==> src/eps_pkg.sv <==
// shared constants and types for the encoder position scaling block
package eps_pkg;
  // ****************************************************************
  // resolution and datapath widths
  // ****************************************************************
  localparam int ST_BITS   = 13;   // physical singleturn bits
  localparam int MT_BITS   = 12;   // physical multiturn bits
  localparam int DIV_W     = 40;   // divider operand width

  // ****************************************************************
  // register byte offsets
  // ****************************************************************
  localparam logic [11:0] REG_CTRL   = 12'h000;
  localparam logic [11:0] REG_UPR    = 12'h004;
  localparam logic [11:0] REG_RANGE  = 12'h008;
  localparam logic [11:0] REG_MAXSOL = 12'h00C;
  localparam logic [11:0] REG_VELU   = 12'h010;
  localparam logic [11:0] REG_TGRAM  = 12'h014;
  localparam logic [11:0] REG_STATUS = 12'h018;
  localparam logic [11:0] REG_POS    = 12'h01C;
  localparam logic [11:0] REG_VEL    = 12'h020;
  localparam logic [11:0] REG_RZONE  = 12'h024;
  localparam logic [11:0] REG_PROF   = 12'h028;
  localparam logic [11:0] REG_REVS   = 12'h02C;

  // ****************************************************************
  // field positions and reset values
  // ****************************************************************
  localparam int CTL_CODESEQ = 0;
  localparam int CTL_CLASS4  = 1;
  localparam int CTL_PRESET  = 2;
  localparam int CTL_SCALE   = 3;
  localparam int CTL_ALARM   = 4;
  localparam int CTL_COMPAT  = 5;
  localparam int CTL_LSMON   = 8;
  localparam logic [8:0]  CTRL_RST   = 9'h122;
  localparam logic        COMPAT_ON  = 1'b0;
  localparam int ST_SOLF  = 0;
  localparam int ST_CREQ  = 1;
  localparam int ST_DCWV  = 2;
  localparam int ST_ALARM = 3;

  // ****************************************************************
  // parameter limits and codes
  // ****************************************************************
  localparam logic [7:0]  PROFILE_COMPAT = 8'h1F;  // 31
  localparam logic [7:0]  PROFILE_NEW    = 8'h29;  // 41
  localparam logic [31:0] UPR_MIN    = 32'h0000_0001;
  localparam logic [31:0] RANGE_MIN  = 32'h0000_0002;
  localparam logic [31:0] SOL_MIN    = 32'h0000_0001;
  localparam logic [31:0] SOL_MAX    = 32'h0000_00FF;
  localparam logic [7:0]  SOL_RST    = 8'h01;
  localparam logic [31:0] VELU_MAX   = 32'h0000_0003;
  localparam logic [7:0]  TGRAM_NOVEL = 8'h51;     // 81
  localparam logic [7:0]  TGRAM_MAX   = 8'h54;     // 84
  localparam logic [1:0]  VELU_SPS   = 2'h0;
  localparam logic [1:0]  VELU_S100  = 2'h1;
  localparam logic [1:0]  VELU_S10   = 2'h2;
  localparam logic [1:0]  VELU_RPM   = 2'h3;
  localparam logic [9:0]  VEL_MUL_SPS = 10'h00A;   // x10
  localparam logic [9:0]  VEL_DIV_S10 = 10'h00A;   // /10
  localparam logic [9:0]  VEL_MUL_RPM = 10'h258;   // x600

  // ****************************************************************
  // timing
  // ****************************************************************
  localparam int CLK_KHZ       = 250000;
  localparam int VEL_PERIOD_MS = 100;
  localparam int VEL_CYCLES    = VEL_PERIOD_MS * CLK_KHZ;

  typedef enum logic [2:0] {
    EPS_IDLE  = 3'b000,
    EPS_SCALE = 3'b001,
    EPS_MOD   = 3'b010,
    EPS_RZ    = 3'b011,
    EPS_REV   = 3'b100,
    EPS_VEL   = 3'b101
  } eps_state_e;
endpackage

==> src/eps_div_if.sv <==
// request and answer wires between the scaler and its divider
`timescale 1ns/1ps
interface eps_div_if #(parameter int W = 40);
  logic         start;
  logic [W-1:0] dividend;
  logic [W-1:0] divisor;
  logic         done;
  logic [W-1:0] quotient;
  logic [W-1:0] remainder;
  modport master (output start, dividend, divisor, input done, quotient, remainder);
  modport slave  (input start, dividend, divisor, output done, quotient, remainder);
endinterface

==> src/eps_divider.sv <==
// restoring divider, one quotient bit per clock
`timescale 1ns/1ps
module eps_divider #(
  parameter int W = 40
) (
  // clock and reset
  input  wire logic pclk,
  input  wire logic presetn,
  // operation port
  eps_div_if.slave  dv
);
  localparam int CW = $clog2(W + 1);

  logic [W-1:0]  rem;
  logic [W-1:0]  quo;
  logic [W-1:0]  dvs;
  logic [CW-1:0] cnt;
  logic          busy;
  logic          done;

  // trial subtraction of the shifted partial remainder
  wire  [W:0]    r_shift = {rem, quo[W-1]};
  wire           fits    = r_shift >= {1'b0, dvs};
  wire  [W:0]    r_sub   = r_shift - {1'b0, dvs};

  assign dv.done      = done;
  assign dv.quotient  = quo;
  assign dv.remainder = rem;

  // a start while busy is dropped; the scaler never issues one
  always_ff @(posedge pclk or negedge presetn)
  begin
    if (!presetn)
    begin
      rem  <= '0;
      quo  <= '0;
      dvs  <= '0;
      cnt  <= '0;
      busy <= 1'b0;
      done <= 1'b0;
    end
    else if (dv.start && !busy)
    begin
      rem  <= '0;
      quo  <= dv.dividend;
      dvs  <= dv.divisor;
      cnt  <= '0;
      busy <= 1'b1;
      done <= 1'b0;
    end
    else if (busy)
    begin
      rem  <= fits ? r_sub[W-1:0] : r_shift[W-1:0];
      quo  <= {quo[W-2:0], fits};
      cnt  <= cnt + 1'b1;
      busy <= (cnt != CW'(W - 1));
      done <= (cnt == CW'(W - 1));
    end
    else
    begin
      done <= 1'b0;
    end
  end
endmodule // eps_divider

==> src/eps_position_scaling.sv <==
// encoder parameter handling, position scaling, velocity and life-sign supervision
`timescale 1ns/1ps
// Functional notes
// - compatibility bit 0 means old-profile behaviour, 1 means new profile only
// - compat on: control request ignored, control word valid, requested bit 0
// - compat off: limit ignored, one missed life sign tolerated, monitor optional
// - compat off: alarm channel always active, alarm control bit ignored
// - profile number reads 31 in compat mode, otherwise 41
// - scaling only applies when class 4 and scaling enable are both set
// - position converted to user resolution; settings capped at physical resolution
// - units per revolution accepted 1 to counts per rev, default counts per rev
// - total range accepted 2 to full physical resolution, defaults to it
// - revolutions equal total range divided by units per revolution
// - red zone is physical resolution modulo set total range
// - physical wrap inside red zone makes scaled position jump to 0
// - compat on: life-sign limit 1 to 255, default 1, fault when exceeded
// - velocity unit code 0..3: steps/s, steps/100ms, steps/10ms, rpm
// - telegram 81 carries no velocity; 82 to 84 carry scaled velocity
// - velocity recomputed every 100 ms regardless of unit
// - scaling off uses physical resolutions; on uses configured values
// - with class 4 set, count direction 0 counts up clockwise, 1 counts up counter-clockwise; ignored without class 4
module eps_position_scaling
  import eps_pkg::*;
#(
  parameter int ST     = eps_pkg::ST_BITS,
  parameter int MT     = eps_pkg::MT_BITS,
  parameter int VEL_CY = eps_pkg::VEL_CYCLES
) (
  // clock and reset
  input  wire logic               pclk,
  input  wire logic               presetn,
  // apb slave
  input  wire logic [11:0]        paddr,
  input  wire logic               psel,
  input  wire logic               penable,
  input  wire logic               pwrite,
  input  wire logic [31:0]        pwdata,
  output logic                    pready,
  output logic [31:0]             prdata,
  output logic                    pslverr,
  // sensor and cyclic telegram side
  input  wire logic [ST+MT-1:0]   phys_pos,
  input  wire logic               sol_tick,
  input  wire logic               sol_ok,
  input  wire logic               ctl_request,
  // results
  output logic [ST+MT-1:0]        pos_scaled,
  output logic [15:0]             velocity_out_short,
  output logic [31:0]             velocity_out_long,
  output logic                    control_requested,
  output logic                    drive_control_valid,
  output logic                    alarm_channel_active,
  output logic                    sol_fault,
  output logic [7:0]              profile_number_param
);
  localparam int TOT = ST + MT;
  localparam int VCW = $clog2(VEL_CY);
  localparam logic [ST:0]  CPR     = (ST+1)'(1) << ST;
  localparam logic [TOT:0] TOT_CNT = (TOT+1)'(1) << TOT;

  // ****************************************************************
  // helper functions
  // ****************************************************************
  function automatic logic [9:0] vel_mul(input logic [1:0] u);
    return (u == VELU_SPS) ? VEL_MUL_SPS : (u == VELU_RPM) ? VEL_MUL_RPM : 10'h001;
  endfunction

  function automatic logic [ST:0] vel_dvs(input logic [1:0] u);
    return (u == VELU_S10) ? (ST+1)'(VEL_DIV_S10) : (u == VELU_RPM) ? CPR : (ST+1)'(1);
  endfunction

  function automatic logic [15:0] sat16(input logic [31:0] v);
    if (!v[31] && v[30:15] != 16'h0000)
      return 16'h7FFF;
    else if (v[31] && v[30:15] != 16'hFFFF)
      return 16'h8000;
    else
      return v[15:0];
  endfunction

  // ****************************************************************
  // registers
  // ****************************************************************
  logic [8:0]     ctrl;
  logic [ST:0]    upr;
  logic [TOT:0]   range_set;
  logic [7:0]     max_sol;
  logic [1:0]     velu;
  logic [7:0]     tgram;
  logic [TOT:0]   red_zone;
  logic [TOT:0]   revs;
  logic [8:0]     miss_cnt;
  logic [VCW-1:0] vel_cnt;
  logic           vel_tick;
  logic           vel_pend;
  logic [TOT-1:0] vel_prev;
  logic [TOT-1:0] vel_mag;
  logic           vel_neg;
  logic [31:0]    vel_raw;
  logic [ST:0]    upr_lat;
  logic [TOT:0]   range_lat;
  eps_state_e     state;
  eps_state_e     next_state;

  eps_div_if #(.W(DIV_W)) dv ();

  eps_divider #(.W(DIV_W)) u_div (
    .pclk    (pclk),
    .presetn (presetn),
    .dv      (dv)
  );

  // ****************************************************************
  // mode decode
  // ****************************************************************
  wire compat_on = (ctrl[CTL_COMPAT] == COMPAT_ON);
  wire class4    = ctrl[CTL_CLASS4];
  wire scale_on  = class4 & ctrl[CTL_SCALE];
  wire [ST:0]    eff_upr   = scale_on ? upr : CPR;
  wire [TOT:0]   eff_range = scale_on ? range_set : TOT_CNT;
  wire [TOT-1:0] pos_dir   = (class4 && ctrl[CTL_CODESEQ]) ? ~phys_pos : phys_pos;
  wire [TOT-1:0] vel_delta = pos_dir - vel_prev;

  // ****************************************************************
  // apb decode
  // ****************************************************************
  wire sel_ctrl   = (paddr == REG_CTRL);
  wire sel_upr    = (paddr == REG_UPR);
  wire sel_range  = (paddr == REG_RANGE);
  wire sel_maxsol = (paddr == REG_MAXSOL);
  wire sel_velu   = (paddr == REG_VELU);
  wire sel_tgram  = (paddr == REG_TGRAM);
  wire sel_status = (paddr == REG_STATUS);
  wire sel_ro     = (paddr == REG_POS) | (paddr == REG_VEL) | (paddr == REG_RZONE) |
                    (paddr == REG_PROF) | (paddr == REG_REVS);
  wire mapped     = sel_ctrl | sel_upr | sel_range | sel_maxsol | sel_velu |
                    sel_tgram | sel_status | sel_ro;
  // out-of-range settings are refused with an error and leave the old value
  wire bad_val    = (sel_upr && (pwdata < UPR_MIN || pwdata > 32'(CPR))) |
                    (sel_range && (pwdata < RANGE_MIN || pwdata > 32'(TOT_CNT))) |
                    (sel_maxsol && (pwdata < SOL_MIN || pwdata > SOL_MAX)) |
                    (sel_velu && pwdata > VELU_MAX) |
                    (sel_tgram && (pwdata < 32'(TGRAM_NOVEL) || pwdata > 32'(TGRAM_MAX)));
  wire acc_err    = !mapped | (pwrite & bad_val);
  wire wr_ok      = psel & penable & pready & pwrite & !pslverr;
  wire [31:0] status_word = {28'h0, alarm_channel_active, drive_control_valid,
                             control_requested, sol_fault};
  wire [31:0] rd_mux =
    sel_ctrl   ? {23'h0, ctrl} :
    sel_upr    ? 32'(upr) :
    sel_range  ? 32'(range_set) :
    sel_maxsol ? {24'h0, max_sol} :
    sel_velu   ? {30'h0, velu} :
    sel_tgram  ? {24'h0, tgram} :
    sel_status ? status_word :
    (paddr == REG_POS)   ? 32'(pos_scaled) :
    (paddr == REG_VEL)   ? velocity_out_long :
    (paddr == REG_RZONE) ? 32'(red_zone) :
    (paddr == REG_PROF)  ? {24'h0, profile_number_param} :
    (paddr == REG_REVS)  ? 32'(revs) : 32'h0000_0000;

  // one wait state: answer is registered in the first access cycle
  always_ff @(posedge pclk or negedge presetn)
  begin
    if (!presetn)
    begin
      pready  <= 1'b0;
      prdata  <= 32'h0000_0000;
      pslverr <= 1'b0;
    end
    else
    begin
      pready  <= psel & penable & !pready;
      prdata  <= (psel & penable & !pready & !pwrite) ? rd_mux : 32'h0000_0000;
      pslverr <= psel & penable & !pready & acc_err;
    end
  end

  // setting registers; scaling changes do not move the reference point
  always_ff @(posedge pclk or negedge presetn)
  begin
    if (!presetn)
    begin
      ctrl      <= CTRL_RST;
      upr       <= CPR;
      range_set <= TOT_CNT;
      max_sol   <= SOL_RST;
      velu      <= VELU_SPS;
      tgram     <= TGRAM_NOVEL;
    end
    else if (wr_ok)
    begin
      if (sel_ctrl)   ctrl      <= pwdata[8:0];
      if (sel_upr)    upr       <= pwdata[ST:0];
      if (sel_range)  range_set <= pwdata[TOT:0];
      if (sel_maxsol) max_sol   <= pwdata[7:0];
      if (sel_velu)   velu      <= pwdata[1:0];
      if (sel_tgram)  tgram     <= pwdata[7:0];
    end
  end

  // ****************************************************************
  // mode outputs and life-sign supervision
  // ****************************************************************
  wire [8:0] sol_limit = compat_on ? {1'b0, max_sol} : 9'h001;
  wire       sol_sup   = compat_on | ctrl[CTL_LSMON];
  wire       sol_set   = sol_sup & (miss_cnt > sol_limit);
  wire       sol_clr   = wr_ok & sel_status & pwdata[ST_SOLF];

  // a new fault in the clearing cycle survives the clear
  always_ff @(posedge pclk or negedge presetn)
  begin
    if (!presetn)
    begin
      miss_cnt             <= 9'h000;
      sol_fault            <= 1'b0;
      control_requested    <= 1'b0;
      drive_control_valid  <= 1'b0;
      alarm_channel_active <= 1'b0;
      profile_number_param <= PROFILE_NEW;
    end
    else
    begin
      if (sol_tick)
        miss_cnt <= sol_ok ? 9'h000 : (miss_cnt == 9'h1FF) ? miss_cnt : miss_cnt + 9'h001;
      sol_fault            <= sol_set | (sol_fault & !sol_clr);
      control_requested    <= !compat_on & ctl_request;
      drive_control_valid  <= compat_on | ctl_request;
      alarm_channel_active <= compat_on ? ctrl[CTL_ALARM] : 1'b1;
      profile_number_param <= compat_on ? PROFILE_COMPAT : PROFILE_NEW;
    end
  end

  // ****************************************************************
  // velocity timebase and sampling
  // ****************************************************************
  // sample the shaft every period, independent of the unit code
  always_ff @(posedge pclk or negedge presetn)
  begin
    if (!presetn)
    begin
      vel_cnt  <= '0;
      vel_tick <= 1'b0;
      vel_pend <= 1'b0;
      vel_prev <= '0;
      vel_mag  <= '0;
      vel_neg  <= 1'b0;
    end
    else
    begin
      vel_tick <= (vel_cnt == VCW'(VEL_CY - 1));
      vel_cnt  <= (vel_cnt == VCW'(VEL_CY - 1)) ? '0 : vel_cnt + 1'b1;
      vel_pend <= vel_tick | (vel_pend & !(state == EPS_REV && dv.done));
      if (vel_tick)
      begin
        vel_prev <= pos_dir;
        vel_neg  <= vel_delta[TOT-1];
        vel_mag  <= vel_delta[TOT-1] ? (~vel_delta + 1'b1) : vel_delta;
      end
    end
  end

  // ****************************************************************
  // computation sequencer
  // ****************************************************************
  assign dv.start = (state == EPS_IDLE) ||
                    (dv.done && state != EPS_VEL && !(state == EPS_REV && !vel_pend));
  assign dv.dividend =
    (state == EPS_IDLE)  ? DIV_W'(pos_dir) * DIV_W'(eff_upr) :
    (state == EPS_SCALE) ? dv.quotient :
    (state == EPS_MOD)   ? DIV_W'(TOT_CNT) :
    (state == EPS_RZ)    ? DIV_W'(range_lat) :
    DIV_W'(vel_mag) * DIV_W'(vel_mul(velu));
  assign dv.divisor =
    (state == EPS_IDLE)  ? DIV_W'(CPR) :
    (state == EPS_RZ)    ? DIV_W'(upr_lat) :
    (state == EPS_REV)   ? DIV_W'(vel_dvs(velu)) :
    DIV_W'(range_lat);

  always_comb
  begin
    next_state = state;
    unique case (state)
      EPS_IDLE:  next_state = EPS_SCALE;
      EPS_SCALE: if (dv.done) next_state = EPS_MOD;
      EPS_MOD:   if (dv.done) next_state = EPS_RZ;
      EPS_RZ:    if (dv.done) next_state = EPS_REV;
      EPS_REV:   if (dv.done) next_state = vel_pend ? EPS_VEL : EPS_IDLE;
      EPS_VEL:   if (dv.done) next_state = EPS_IDLE;
      default:   next_state = EPS_IDLE;
    endcase
  end

  // the modulo step makes a wrap inside the red zone land on zero
  always_ff @(posedge pclk or negedge presetn)
  begin
    if (!presetn)
    begin
      state      <= EPS_IDLE;
      upr_lat    <= CPR;
      range_lat  <= TOT_CNT;
      pos_scaled <= '0;
      red_zone   <= '0;
      revs       <= '0;
      vel_raw    <= 32'h0000_0000;
    end
    else
    begin
      state <= next_state;
      if (state == EPS_IDLE)
      begin
        upr_lat   <= eff_upr;
        range_lat <= eff_range;
      end
      if (dv.done && state == EPS_MOD)
        pos_scaled <= dv.remainder[TOT-1:0];
      if (dv.done && state == EPS_RZ)
        red_zone <= dv.remainder[TOT:0];
      if (dv.done && state == EPS_REV)
        revs <= dv.quotient[TOT:0];
      if (dv.done && state == EPS_VEL)
        vel_raw <= vel_neg ? (32'h0 - dv.quotient[31:0]) : dv.quotient[31:0];
    end
  end

  // velocity outputs are blanked for the position-only telegram
  always_ff @(posedge pclk or negedge presetn)
  begin
    if (!presetn)
    begin
      velocity_out_long  <= 32'h0000_0000;
      velocity_out_short <= 16'h0000;
    end
    else
    begin
      velocity_out_long  <= (tgram == TGRAM_NOVEL) ? 32'h0000_0000 : vel_raw;
      velocity_out_short <= (tgram == TGRAM_NOVEL) ? 16'h0000 : sat16(vel_raw);
    end
  end
endmodule // eps_position_scaling

==> config.mk <==
export PLATFORM = sky130hd
export DESIGN_NAME = eps_position_scaling
export DESIGN_NICKNAME = d
export VERILOG_FILES = /design/src/eps_pkg.sv /design/src/eps_div_if.sv /design/src/eps_divider.sv /design/src/eps_position_scaling.sv
export SDC_FILE = /design/constraint.sdc
export NUM_CORES = 2
export LEC_CHECK = 0
export BUFFER_PORTS_ARGS = -buffer_cell sky130_fd_sc_hd__buf_2
export CAP_MARGIN = 20
export CELL_PAD_IN_SITES_DETAIL_PLACEMENT = 1
export CELL_PAD_IN_SITES_GLOBAL_PLACEMENT = 1
export CORE_UTILIZATION = 53
export DETAILED_ROUTE_END_ITERATION = 8
export GPL_TIMING_DRIVEN = 0
export PLACE_DENSITY_LB_ADDON = 0.05
export SLEW_MARGIN = 5
export SYNTH_ARGS = -nofsm -noshare
export SYNTH_HDL_FRONTEND = slang
export SYNTH_SLANG_ARGS = --single-unit
==> constraint.sdc <==
create_clock -name pclk -period 21.7 [get_ports pclk]
set_input_delay 2.17 -clock pclk [delete_from_list [all_inputs] [get_ports pclk]]
set_output_delay 2.17 -clock pclk [all_outputs]
set_load 0.005 [all_outputs]
==> metrics.yaml <==
end_kind: "flop"
place.gp.congestion: 1.013
r2r_start: "ctrl[1]"
synth_top_cell_area_share_pct: 29.02
p_leak_nw: 22.65
die_h_um: 286.1
synthSimpleGateAreaFrac_pct: 16.17
syn_area_um2: 42770
layout_commonest_cell: "nand2_1"
clk_pin_slew_ps: 60
synth_xor_area_share_pct: 4.321
min_from: "ctrl[5]"
critPathArrivalTime_ps: 11060
drive_gt1_share_pct: 10.60
nFillCells: 9311
use_met1_pct: 47.63
grt-busiest-layer: "met2"
clock_path_buffers: 3
drv_slew: 0
internal_power_w: 0.001595
hold_ws_ps: 424.1
synthCells: 4660
ys_ff_latch: 508
cp_slowest_stage_delay_ps: 1020
grt_max_degree: 118
fin_crit_ps: 10570
ff_latch_area_um2: 12730
crit_required_ps: 22190
setup_viol: 0
synth_fa_ha_area_share_pct: 25.61
rsz0062_at_grt: "false"
start_util_pct: 53.88
vias: 37004
cp_num_cells: 26
crit_top_cell: "fa_1"
crit_fanout: 10
final.setup_skew_ps: 32.13
rr_worst_depth: 26
p_per_area_nw_per_um2: 45.45
syn_area_per_cell_um2: 9.178
outcome: "finished, final reports clean"
hold_depth: 0
crit_type: "flop to flop"
hold_viol: 0
p_clk_share_pct: 47.6
grt_overflow: 0
yosys_warnings: 0
synth.distinct_cells: 99
maxCapViolations: 0
cts_setup_buffers: 0
async_reset_ff_share_pct: 100.0
grt_usage_pct: 38.85
insertion_delay_ps: 650
met3_usage_pct: 6.268
power.share.sequential_pct: 44.5
fin_crit_sh_pct: 48.69
synth_area_leaders: "dfrtp_1 29%, fa_1 17%, ha_1 8.8%"
synth_edf_count: 0
start_kind: "flop"
die-area_um2: 81840
io-pin-count: 196
synth_top_family_by_area: "adder cells"
firstDrtPassIters: 6
r2r_end: "u_div.dv.quotient[32]"
ys.flop_type: "dfrtp_1"
r2r_slack_ps: 11130
fmax_mhz: 94.64
grt_first_pass_wirelength_mm: 241.3
crit_buf_inv: 7
root_buffer: "clkbuf_16"
multiInputGateArea_um2: 27430
antenna_found_initial: 1
setup_tns_ps: 0
synth_top_area_cell: "dfrtp_1"
place.port_buffers: 189
ant_nets: 0
grt_pass1_vias: 39840
peakVddDrop_mv: 0.06983
slowest_stage: "xor2_1"
swShare_pct: 25.75
tightest_slew_ps: 1190
htree_levels: 2
cts_tree: "done"
hp-class: "flop to flop"
routedWlPerCell_um: 26.26
cts_hold_buf: 0
cts_resized: 0
nNetsFinal: 5662
final_cell_mix: "531 x nand2_1, 496 x dfrtp_1, 465 x inv_1, 437 x nor2_1, 359 x fa_1"
cts_buffers: 58
cts.sinks: 508
wirelength_mm: 158.2
area.growth.synth_to_final_pct: 10.52
initialDrtViolationCount: 2658
die_width_um: 286.1
core_um2: 79390
share_comb_of_total_power_pct: 7.9
power.switching_w: 0.0005533
drc_errors: 0
yosysSeqAreaShare_pct: 29.76
synth_compound_area_share_pct: 12.89
num_rows: 103
post-dp-hpwl_mm: 126.8
cp_top_family: "adder cells"
hold_path_end: "profile_number_param[5]"
synthMuxAreaShare_pct: 5.005
relSlewSlack_pct: 20.40
drt-vias-per-instance: 6.143
grt_use_met2_pct: 64.54
[routing by layer]
layer,vias up,wire [µm]
met5,-,13
li1,16126,-
met1,18807,61380
met4,2,10910
met2,1566,75130
met3,503,10740
[Yosys cell counts, drive strengths merged (7+ instances only)]
cell	number
nand2	531
dfrtp	496
inv	466
nor2	437
fa	359
ha	301
o21ai	268
a21oi	259
clkbuf	189
mux2	157
and2	126
xor2	113
xnor2	98
nand3	95
a21o	67
nor3	55
and3	50
nor2b	46
o22ai	37
nand2b	34
a31oi	33
a221oi	29
buf	28
mux2i	26
o31ai	26
or3	25
a22oi	23
nand4	20
o21a	20
nor4	19
o211ai	18
or2	15
a211oi	13
clkinv	12
dfstp	12
o21bai	12
o221ai	10
nor3b	9
or4	9
nand3b	8
o311ai	7
[per-stage QoR]
stage	util, %	cells	power [W]	instance area [µm²]	setup WS [ps]
2_1_floorplan	-	4662	0.001056	42780	12930
3_3_place_gp	56.73	5901	0.001129	45040	7918
3_5_place_dp	57.06	5915	0.001138	45300	10890
4_1_cts	59.54	6023	0.002149	47270	11300
5_1_grt	59.54	6023	0.002198	47270	10830
6_report	59.54	6024	0.002148	47270	11130
[final cells by class]
class / instances / share of cell area, %
Tap cell: 1050 / 2.779
Sequential cell: 508 / 26.92
Multi-Input combinational cell: 3458 / 58.03
Clock inverter: 25 / 0.7491
Clock buffer: 83 / 3.417
Antenna cell: 1 / 0.005294
Buffer: 218 / 1.842
Inverter: 478 / 3.796
Timing Repair Buffer: 203 / 2.459
[cells by family after synthesis]
family,count (synthesis)
mux,188
flops,508
xor+xnor,211
compound gates,893
simple gates,1502
buf+inv,696
other cells,2
fa+ha+maj,660
[power groups by stage]
stage | Combinational (W) | Clock (W) | Sequential [W]
after detailed placement | 0.000166 | 0 | 0.000972
final | 0.000169 | 0.00102 | 0.000956
after CTS | 0.000167 | 0.00103 | 0.000955
after global placement | 0.000157 | 0 | 0.000973
after global routing | 0.000183 | 0.00106 | 0.000956
after floorplan | 0.0000856 | 0 | 0.000971
[sequential cells by signal, indices dropped and copies added, names as in the netlist, 8 cells and up]
| signal | cells |
|---|---|
| ctrl | 9 |
| max_sol | 8 |
| miss_cnt | 9 |
| pos_scaled | 25 |
| prdata | 32 |
| range_lat | 26 |
| range_set | 26 |
| red_zone | 26 |
| revs | 26 |
| tgram | 8 |
| u_div.dv.quotient | 40 |
| u_div.dv.remainder | 40 |
| u_div.dvs | 26 |
| upr | 14 |
| upr_lat | 14 |
| vel_cnt | 25 |
| vel_mag | 25 |
| vel_prev | 25 |
| vel_raw | 32 |
| velocity_out_long | 32 |
| velocity_out_short | 16 |
[how the worst max path moves through the flow]
stage,from,end,slack [ps]
finish,ctrl[1],u_div.dv.quotient[32],11130
global route,ctrl[1],u_div.dv.quotient[32],10830
CTS,ctrl[1],u_div.dv.quotient[32],11300
detailed placement,phys_pos[7],u_div.dv.quotient[32],10890
global placement,presetn,vel_cnt[12],7920
floorplan,phys_pos[2],u_div.dv.quotient[38],12930
(Power assumes the default switching activity.)
